## src/include/i2c_regs_pkg.sv

```systemverilog
// register map, field layout and bus event carriers of the serial bus status block
package i2c_regs_pkg;
    // register byte offsets
    localparam logic [7:0] OFS_OWN_ADDR  = 8'h00;
    localparam logic [7:0] OFS_INT_EN    = 8'h04;
    localparam logic [7:0] OFS_STATUS    = 8'h08;
    localparam logic [7:0] OFS_SCL_LO    = 8'h0c;
    localparam logic [7:0] OFS_SCL_HI    = 8'h10;
    localparam logic [7:0] OFS_COUNT     = 8'h14;
    localparam logic [7:0] OFS_RX_DATA   = 8'h18;
    localparam logic [7:0] OFS_TARGET    = 8'h1c;
    localparam logic [7:0] OFS_TX_DATA   = 8'h20;
    localparam logic [7:0] OFS_MODE      = 8'h24;
    localparam logic [7:0] OFS_VECTOR    = 8'h28;
    localparam logic [7:0] OFS_EXT_MODE  = 8'h2c;
    localparam logic [7:0] OFS_PRESCALE  = 8'h30;
    localparam logic [7:0] OFS_IDENT_1   = 8'h34;
    localparam logic [7:0] OFS_IDENT_2   = 8'h38;
    // identification words, values arbitrary
    localparam logic [31:0] IDENT_1_VAL  = 32'h0000_0101;
    localparam logic [31:0] IDENT_2_VAL  = 32'h0000_0002;
    // status bit positions
    localparam int ST_AL    = 0;
    localparam int ST_NACK  = 1;
    localparam int ST_REGISTER_ACCESS_READY_FLAG  = 2;
    localparam int ST_RRDY  = 3;
    localparam int ST_XRDY  = 4;
    localparam int ST_SCD   = 5;
    localparam int ST_AD0   = 8;
    localparam int ST_AAS   = 9;
    localparam int ST_TRANSMIT_SHIFT_EMPTY_FLAG  = 10;
    localparam int ST_OVR   = 11;
    localparam int ST_BB    = 12;
    localparam int ST_NSNT  = 13;
    localparam int ST_SLAVE_DIRECTION_FLAG  = 14;
    localparam logic [14:0] STATUS_RST   = 15'h0410;
    localparam logic [14:0] STATUS_W1C   = 15'h703f;
    // mode register fields
    localparam int MD_DLB   = 3;
    localparam int MD_IRS   = 5;
    localparam int MD_XA    = 8;
    localparam int MD_STT   = 13;
    localparam logic [15:0] MODE_WMASK   = 16'h0128;
    localparam logic [15:0] MODE_RST     = 16'h0000;
    localparam logic [6:0]  INT_EN_RST   = 7'h00;
    // events from the shifter and acknowledge logic, same clock
    typedef struct packed {
        logic       al;
        logic       nack;
        logic       register_access_ready_flag;
        logic       rx_full;
        logic [7:0] rx_byte;
        logic       tx_copied;
        logic       tx_underflow;
        logic       slave_tx;
        logic       nack_driven;
        logic       addr_seen;
        logic       gen_call;
        logic       start_sent;
        logic       stop_sent;
    } bus_ev_t;
    // settings handed to the rest of the controller
    typedef struct packed {
        logic        enable;
        logic        ext_addr;
        logic        loopback;
        logic [15:0] scl_lo;
        logic [15:0] scl_hi;
        logic [15:0] count;
        logic [9:0]  target;
        logic [7:0]  tx_byte;
        logic [7:0]  prescale;
        logic [1:0]  ext_mode;
    } cfg_t;
endpackage

```

## src/core/sync2.sv

```systemverilog
// two-stage synchroniser for pin levels
`timescale 1ns/1ps
module sync2 #(
    parameter int W = 1
) (
    // clock and reset
    input  wire logic         pclk,
    input  wire logic         presetn,
    // levels
    input  wire logic [W-1:0] d,
    output logic      [W-1:0] q
);
    logic [W-1:0] meta_reg;

    // first stage only feeds the second
    always_ff @(posedge pclk or negedge presetn) begin
        if (!presetn) begin
            meta_reg <= '1;
            q        <= '1;
        end else begin
            meta_reg <= d;
            q        <= meta_reg;
        end
    end
endmodule

```

## src/core/i2c_status_regs.sv

```systemverilog
// register file, status flags and interrupt of the two-wire bus controller
`timescale 1ns/1ps
module i2c_status_regs
    import i2c_regs_pkg::*;
(
    // apb slave
    input  wire logic        pclk,
    input  wire logic        presetn,
    input  wire logic        psel,
    input  wire logic        penable,
    input  wire logic        pwrite,
    input  wire logic [7:0]  paddr,
    input  wire logic [31:0] pwdata,
    output logic      [31:0] prdata,
    output logic             pready,
    output logic             pslverr,
    // bus pins
    input  wire logic        scl_in,
    input  wire logic        sda_in,
    // shifter side
    input  wire bus_ev_t     ev,
    input  wire logic [9:0]  bus_addr,
    output logic             addr_match,
    output logic             start_req,
    output logic             restart_req,
    output logic             rx_hold,
    output cfg_t             cfg,
    // interrupt
    output logic             irq
);
    logic [9:0]  own_addr_reg;
    logic [6:0]  int_en_reg;
    logic [14:0] st_reg;
    logic [14:0] st_next;
    logic [15:0] mode_reg;
    logic [7:0]  rx_data_reg;
    logic [31:0] rdata_next;
    logic        err_next;
    logic [2:0]  vec_code;
    logic [2:0]  vec_code_reg;
    logic [1:0]  pins_s;
    logic        scl_q;
    logic        sda_q;
    logic        start_det;
    logic        stop_det;
    logic        start_evt;
    logic        stop_evt;
    logic        any_pend_q;
    logic        vec_read_q;
    logic        setup;
    logic        wr;
    logic        rd;
    logic [6:0]  pend;
    logic [14:0] set_m;
    logic [14:0] clr_m;

    // bus lines cross into pclk before anything looks at them
    sync2 #(.W(2)) u_pin_sync (
        .pclk    (pclk),
        .presetn (presetn),
        .d       ({scl_in, sda_in}),
        .q       (pins_s)
    );

    always_ff @(posedge pclk or negedge presetn) begin
        if (!presetn) begin
            scl_q <= 1'b1;
            sda_q <= 1'b1;
        end else begin
            scl_q <= pins_s[1];
            sda_q <= pins_s[0];
        end
    end

    // data edge while clock stays high marks START or STOP
    assign start_det = pins_s[1] & scl_q & sda_q & ~pins_s[0];
    assign stop_det  = pins_s[1] & scl_q & ~sda_q & pins_s[0];
    assign start_evt = start_det | ev.start_sent;
    assign stop_evt  = stop_det | ev.stop_sent;

    // apb phases; every access finishes in its first access cycle
    assign setup  = psel & ~penable;
    assign wr     = psel & penable & pwrite;
    assign rd     = psel & penable & ~pwrite;
    assign pready = 1'b1;

    // plain configuration registers
    always_ff @(posedge pclk or negedge presetn) begin
        if (!presetn) begin
            own_addr_reg <= '0;
            int_en_reg   <= INT_EN_RST;
            mode_reg     <= MODE_RST;
            cfg          <= '0;
        end else begin
            if (wr) begin
                case (paddr)
                    OFS_OWN_ADDR: own_addr_reg <= pwdata[9:0];
                    OFS_INT_EN:   int_en_reg   <= pwdata[6:0];
                    OFS_MODE:     mode_reg     <= pwdata[15:0] & MODE_WMASK;
                    OFS_SCL_LO:   cfg.scl_lo   <= pwdata[15:0];
                    OFS_SCL_HI:   cfg.scl_hi   <= pwdata[15:0];
                    OFS_COUNT:    cfg.count    <= pwdata[15:0];
                    OFS_TARGET:   cfg.target   <= pwdata[9:0];
                    OFS_TX_DATA:  cfg.tx_byte  <= pwdata[7:0];
                    OFS_PRESCALE: cfg.prescale <= pwdata[7:0];
                    OFS_EXT_MODE: cfg.ext_mode <= pwdata[1:0];
                    default: ;
                endcase
            end
            cfg.enable   <= mode_reg[MD_IRS];
            cfg.ext_addr <= mode_reg[MD_XA];
            cfg.loopback <= mode_reg[MD_DLB];
        end
    end

    // start command is a strobe; a busy bus turns it into a restart
    always_ff @(posedge pclk or negedge presetn) begin
        if (!presetn) begin
            start_req   <= 1'b0;
            restart_req <= 1'b0;
        end else begin
            start_req   <= wr && paddr == OFS_MODE && pwdata[MD_STT] && !st_reg[ST_BB];
            restart_req <= wr && paddr == OFS_MODE && pwdata[MD_STT] && st_reg[ST_BB];
        end
    end

    // own address compare, registered for the shifter
    always_ff @(posedge pclk or negedge presetn) begin
        if (!presetn) begin
            addr_match <= 1'b0;
        end else if (mode_reg[MD_XA]) begin
            addr_match <= bus_addr == own_addr_reg;
        end else begin
            addr_match <= bus_addr[6:0] == own_addr_reg[6:0];
        end
    end

    // enabled pending flags in vector priority order
    assign pend = int_en_reg & {st_reg[ST_AAS], st_reg[ST_SCD:ST_AL]};

    always_comb begin
        vec_code = 3'h0;
        for (int i = 6; i >= 0; i--) begin
            if (pend[i]) begin
                vec_code = 3'(i + 1);
            end
        end
    end

    // status set and clear masks; a set in the same cycle beats a clear
    always_comb begin
        set_m = '0;
        clr_m = '0;
        set_m[ST_AL]   = ev.al;
        set_m[ST_NACK] = ev.nack;
        set_m[ST_REGISTER_ACCESS_READY_FLAG] = ev.register_access_ready_flag;
        set_m[ST_RRDY] = ev.rx_full & (~st_reg[ST_RRDY] | (rd && paddr == OFS_RX_DATA));
        set_m[ST_XRDY] = ev.tx_copied;
        set_m[ST_SCD]  = stop_evt;
        set_m[ST_AD0]  = ev.gen_call;
        set_m[ST_AAS]  = ev.addr_seen | ev.gen_call;
        set_m[ST_TRANSMIT_SHIFT_EMPTY_FLAG] = wr && paddr == OFS_TX_DATA;
        set_m[ST_OVR]  = ev.rx_full & st_reg[ST_RRDY]
                       & ~(rd && paddr == OFS_RX_DATA);
        set_m[ST_BB]   = start_evt | (~pins_s[1] & ~mode_reg[MD_IRS]);
        set_m[ST_NSNT] = ev.nack_driven;
        set_m[ST_SLAVE_DIRECTION_FLAG] = ev.slave_tx;
        if (wr && paddr == OFS_STATUS) begin
            clr_m = pwdata[14:0] & STATUS_W1C;
        end
        if (rd && paddr == OFS_VECTOR && vec_code_reg != 3'h0) begin
            if (vec_code_reg == 3'h7) begin
                clr_m[ST_AAS] = 1'b1;
            end else begin
                clr_m[vec_code_reg - 3'h1] = 1'b1;
            end
        end
        if (rd && paddr == OFS_RX_DATA) begin
            clr_m[ST_RRDY] = 1'b1;
            clr_m[ST_OVR]  = 1'b1;
        end
        clr_m[ST_XRDY] = clr_m[ST_XRDY] | (wr && paddr == OFS_TX_DATA);
        clr_m[ST_TRANSMIT_SHIFT_EMPTY_FLAG] = ev.tx_underflow;
        clr_m[ST_BB]   = clr_m[ST_BB] | stop_evt;
        clr_m[ST_SLAVE_DIRECTION_FLAG] = clr_m[ST_SLAVE_DIRECTION_FLAG] | start_evt | stop_evt;
        clr_m[ST_AD0]  = start_evt | stop_evt;
        clr_m[ST_AAS]  = clr_m[ST_AAS] | start_evt | stop_evt;
        st_next = (st_reg & ~clr_m) | set_m;
        st_next[7:6] = 2'b00;
        if (mode_reg[MD_DLB]) begin
            st_next[ST_SLAVE_DIRECTION_FLAG] = 1'b0;
        end
        if (!mode_reg[MD_IRS]) begin
            // module reset holds reset values; busy still follows a low clock line
            st_next = STATUS_RST;
            st_next[ST_BB] = ~pins_s[1];
        end
    end

    always_ff @(posedge pclk or negedge presetn) begin
        if (!presetn) begin
            st_reg <= STATUS_RST;
        end else begin
            st_reg <= st_next;
        end
    end

    // receive data is not overwritten while unread; the shifter is held instead
    always_ff @(posedge pclk or negedge presetn) begin
        if (!presetn) begin
            rx_data_reg <= '0;
        end else if (set_m[ST_RRDY] && mode_reg[MD_IRS]) begin
            rx_data_reg <= ev.rx_byte;
        end
    end
    assign rx_hold = st_reg[ST_OVR];

    // read data is built in the setup phase so prdata comes from a flop
    always_comb begin
        rdata_next = '0;
        err_next   = 1'b0;
        case (paddr)
            OFS_OWN_ADDR: rdata_next[9:0]  = own_addr_reg;
            OFS_INT_EN:   rdata_next[6:0]  = int_en_reg;
            OFS_STATUS:   rdata_next[14:0] = st_reg;
            OFS_SCL_LO:   rdata_next[15:0] = cfg.scl_lo;
            OFS_SCL_HI:   rdata_next[15:0] = cfg.scl_hi;
            OFS_COUNT:    rdata_next[15:0] = cfg.count;
            OFS_RX_DATA:  rdata_next[7:0]  = rx_data_reg;
            OFS_TARGET:   rdata_next[9:0]  = cfg.target;
            OFS_TX_DATA:  rdata_next[7:0]  = cfg.tx_byte;
            OFS_MODE:     rdata_next[15:0] = mode_reg;
            OFS_VECTOR:   rdata_next[2:0]  = vec_code;
            OFS_EXT_MODE: rdata_next[1:0]  = cfg.ext_mode;
            OFS_PRESCALE: rdata_next[7:0]  = cfg.prescale;
            OFS_IDENT_1:  rdata_next       = IDENT_1_VAL;
            OFS_IDENT_2:  rdata_next       = IDENT_2_VAL;
            default:      err_next         = 1'b1;
        endcase
    end

    always_ff @(posedge pclk or negedge presetn) begin
        if (!presetn) begin
            prdata       <= '0;
            pslverr      <= 1'b0;
            vec_code_reg <= 3'h0;
        end else if (setup) begin
            prdata       <= pwrite ? 32'h0000_0000 : rdata_next;
            pslverr      <= err_next;
            vec_code_reg <= vec_code; // code that the read will clear
        end
    end

    // one-clock pulse when enabled pending flags go from none to some, or after a vector read leaves more
    always_ff @(posedge pclk or negedge presetn) begin
        if (!presetn) begin
            any_pend_q <= 1'b0;
            vec_read_q <= 1'b0;
            irq        <= 1'b0;
        end else begin
            any_pend_q <= |pend;
            vec_read_q <= rd && paddr == OFS_VECTOR;
            irq        <= (|pend) & (~any_pend_q | vec_read_q) & ~irq;
        end
    end
endmodule

```

## config.mk

```make
export PLATFORM = sky130hd
export DESIGN_NAME = i2c_status_regs
export DESIGN_NICKNAME = d
export VERILOG_FILES = /design/src/include/i2c_regs_pkg.sv /design/src/core/sync2.sv /design/src/core/i2c_status_regs.sv
export SDC_FILE = /design/constraint.sdc
export NUM_CORES = 1
export LEC_CHECK = 0
export BUFFER_PORTS_ARGS = -buffer_cell sky130_fd_sc_hd__clkbuf_2
export CAP_MARGIN = 5
export CORE_MARGIN = 1
export CORE_UTILIZATION = 40
export CTS_CLUSTER_SIZE = 25
export DETAILED_ROUTE_END_ITERATION = 8
export HOLD_SLACK_MARGIN = 0.02
export PLACE_DENSITY = 0.66
export SLEW_MARGIN = 20
export SYNTH_ARGS = -nofsm -noshare
export SYNTH_HDL_FRONTEND = slang
export SYNTH_SLANG_ARGS = --single-unit
export TNS_END_PERCENT = 50
```

## constraint.sdc

```tcl
create_clock -name pclk -period 1.66 [get_ports pclk]
set_input_delay 0.332 -clock pclk [delete_from_list [all_inputs] [get_ports pclk]]
set_output_delay 0.332 -clock pclk [all_outputs]
set_load 0.02 [all_outputs]
```

==> reports/qor.yml <==
die_width_um: 137
antenna_cells: 0
grt_pass1_wl_mm: 35.5
synth_top_area_share_pct: 49.4
antenna_found_initial: 0
hold_viol_final: 0
fin_setup_tns_ns: -3.45
violations: "setup timing"
p_comb_share_pct: 9.0
root_buffer: "clkbuf_16"
fmax_mhz: 534
core_sq_um: 17900
synthTopCellsByArea: "dfrtp_1, mux2_2, nand2_1, dfstp_2, a22oi_1"
reg2reg_slack_ns: -0.09
regToRegEndpoint: "st_reg[1]"
final_nets: 953
dpl.hpwl_mm: 17.2
p_leak_nw: 5.08
cts_tree: "done"
synth-edff-count: 0
status: "complete, but fails checks"
clock-sinks: 152
viasPerCell: 5.65
via_count: 6304
rows: 49
synth_most_common_cell: "dfrtp_1"
fin_util_pct: 56.4
fin_ws_ns: -0.211
cp-end-kind: "flip-flop"
powerDensity_nw_per_um2: 829
worstPathRequired_ns: 1.96
power_frac_seq_pct: 45.8
first_pass_iters: 9
p_sw_mw: 2.21
yosysTopAreaCell: "dfrtp_1"
maxCapViolCount: 0
grt_pass1_vias: 6146
drv_slew: 0
numCtsBuffers: 17
yosysWarnings: 0
largest_reg_flops: 79
clock_power_share_pct: 45.1
pre_cts_ws_ns: -0.683
ys_ff_latch: 152
whs_endpoint: "st_reg[4]"
routed_wirelength_mm: 23.6
cts.path.max_buffers: 2
min_period_ns: 1.87
avgSynthCellArea_sq_um: 11.9
path_max_fanout: 6
insertion_delay_ns: 0.42
switching_share_pct: 26.3
cp.arrival_ns: 2.18
ant_nets: 0
globalplace.congestion: 0.909
worst-r2r-cell-count: 6
syn2layout_area_growth_pct: 38.4
drt_first_iter_violations: 492
hold_path_depth: 2
fin_crit_sh_pct: 113
drive_gt1_share_pct: 52.0
pin_count: 195
post-route-drc-count: 0
hold_class: "in -> reg"
synth_common_cells: "dfrtp_1, mux2_2, nand2_1, a21oi_1, a22oi_1"
cp-start-kind: "input pin"
rsz0062_at_grt: "true"
p_int_mw: 6.17
wl_per_cell_um: 21.2
clkTransAtPathRegs_ns: 0.06
synth-async-reset-ratio_pct: 100
ys_seq_area_share_pct: 52.2
ys.flop_type: "dfrtp_1"
crit_type: "in -> reg"
port_buffers: 161
synth_cells: 611
start_util_pct: 40.8
regToRegStartpoint: "vec_code_reg[0]"
fillCellCount: 1527
die-area_sq_um: 18800
setup_viol: 43
track_usage_pct: 25.9
min-delay-start: "ev[7]"
dieHeight_um: 137
irDropWorstVdd_mv: 0.703
skew_ns: 0.00859
netlist_area_sq_um: 7300
yosysUniqueCellTypes: 70
grt_max_degree: 43
h-tree-depth: 4
overflow: 0
[worst max-delay path by stage]
stage,startpoint,endpoint,slack (ns),depth (start not counted)
finish,paddr[2],rx_data_reg[3],-0.21,6
global route,paddr[2],st_reg[2],-0.21,7
CTS,paddr[2],rx_data_reg[3],-0.20,6
detailed placement,paddr[1],prdata[4],-0.68,8
global placement,paddr[1],st_reg[3],-0.65,7
floorplan,paddr[1],rx_data_reg[0],-0.64,5
[kinds of logic after synthesis]
family                   after synthesis  share of synthesized area [%]
flip-flops                           152                           52.2
AND/OR/NAND/NOR                      144                           10.5
AO/OA/AOI/OAI                        125                           12.8
multiplexers                         118                           18.5
buffers and inverters                 55                           3.91
XOR/XNOR                              12                           1.44
adder cells (fa/ha/maj)                3                          0.514
other                                  2                          0.103
[power by group through the flow]
stage,Clock [mW],Combinational [mW],Sequential (mW)
floorplan,0,0.294,3.93
global placement,0,0.680,3.90
detailed placement,0,0.685,3.90
CTS,3.83,0.730,3.84
global route,3.99,0.811,3.84
finish,3.78,0.755,3.84
[placed cells by master (no fill, tap or decap), types with 4 or more instances in the layout]
cell	synthesis	layout
clkbuf_2	0	159
dfrtp_1	144	144
mux2_2	106	99
buf_4	17	89
nand2_1	61	59
a21oi_1	22	21
a22oi_1	21	20
clkbuf_16	0	18
conb_1	2	17
a22o_1	15	15
buf_6	0	15
nor2_1	13	12
nand3_1	11	9
buf_12	0	9
nor2b_1	8	8
mux2i_1	8	8
mux2_4	0	8
dfstp_2	8	8
and2_1	7	7
xnor2_1	7	7
o21ai_0	9	7
inv_1	6	6
and3_1	6	5
xor2_1	5	5
a31oi_1	7	5
a32o_1	5	5
a222oi_1	5	5
o22ai_1	5	5
inv_6	0	5
nor3_1	7	4
o31ai_1	4	4
a32oi_1	4	4
[what timing repair did]
item | CTS | global route
pin swaps | 10 | 9
cloned | 0 | 1
endpoints found under the hold margin | 30 | 0
buffers inserted | 8 | 1
hold buffers | 3 | 0
gates resized for setup | 32 | 31
endpoints found under the setup margin | 98 | 125
[worst max-delay path, stage by stage]
cell and delay, ns:
buf_6 0.09, or4b_4 0.57, or4_4 0.52, a21oi_4 0.19, buf_12 0.16, mux2_4 0.30
[through the flow]
| stage | hold WS (ns) | instance area [sq um] | total power, mW | cells |
|---|---|---|---|---|
| floorplan | 0.0364 | 7400 | 4.22 | 626 |
| global placement | 0.276 | 9120 | 4.58 | 1071 |
| detailed placement | 0.277 | 9120 | 4.59 | 1071 |
| CTS | 0.118 | 9920 | 8.39 | 1114 |
| global route | 0.122 | 10100 | 8.64 | 1115 |
| finish | 0.128 | 10100 | 8.37 | 1115 |
[cell type report]
class                      count  area, sq um  area share (%)
multi-input combinational    419         3520            34.9
timing repair buffer         277         1880            18.6
inverter                       6         22.5           0.223
tap                          229          287            2.84
sequential                   152         3810            37.8
clock buffer                  20          467            4.62
clock inverter                12          105            1.04
[routing by layer]
metal  wire, um  GRT usage, %  up-vias
met5          0             0        -
met4        653          9.52        0
met3       1560          5.00       42
met2      11400          41.0      319
met1      10100          35.1     3160
li1           -             -     2783
No activity file was read; power rests on OpenSTA's default activity.
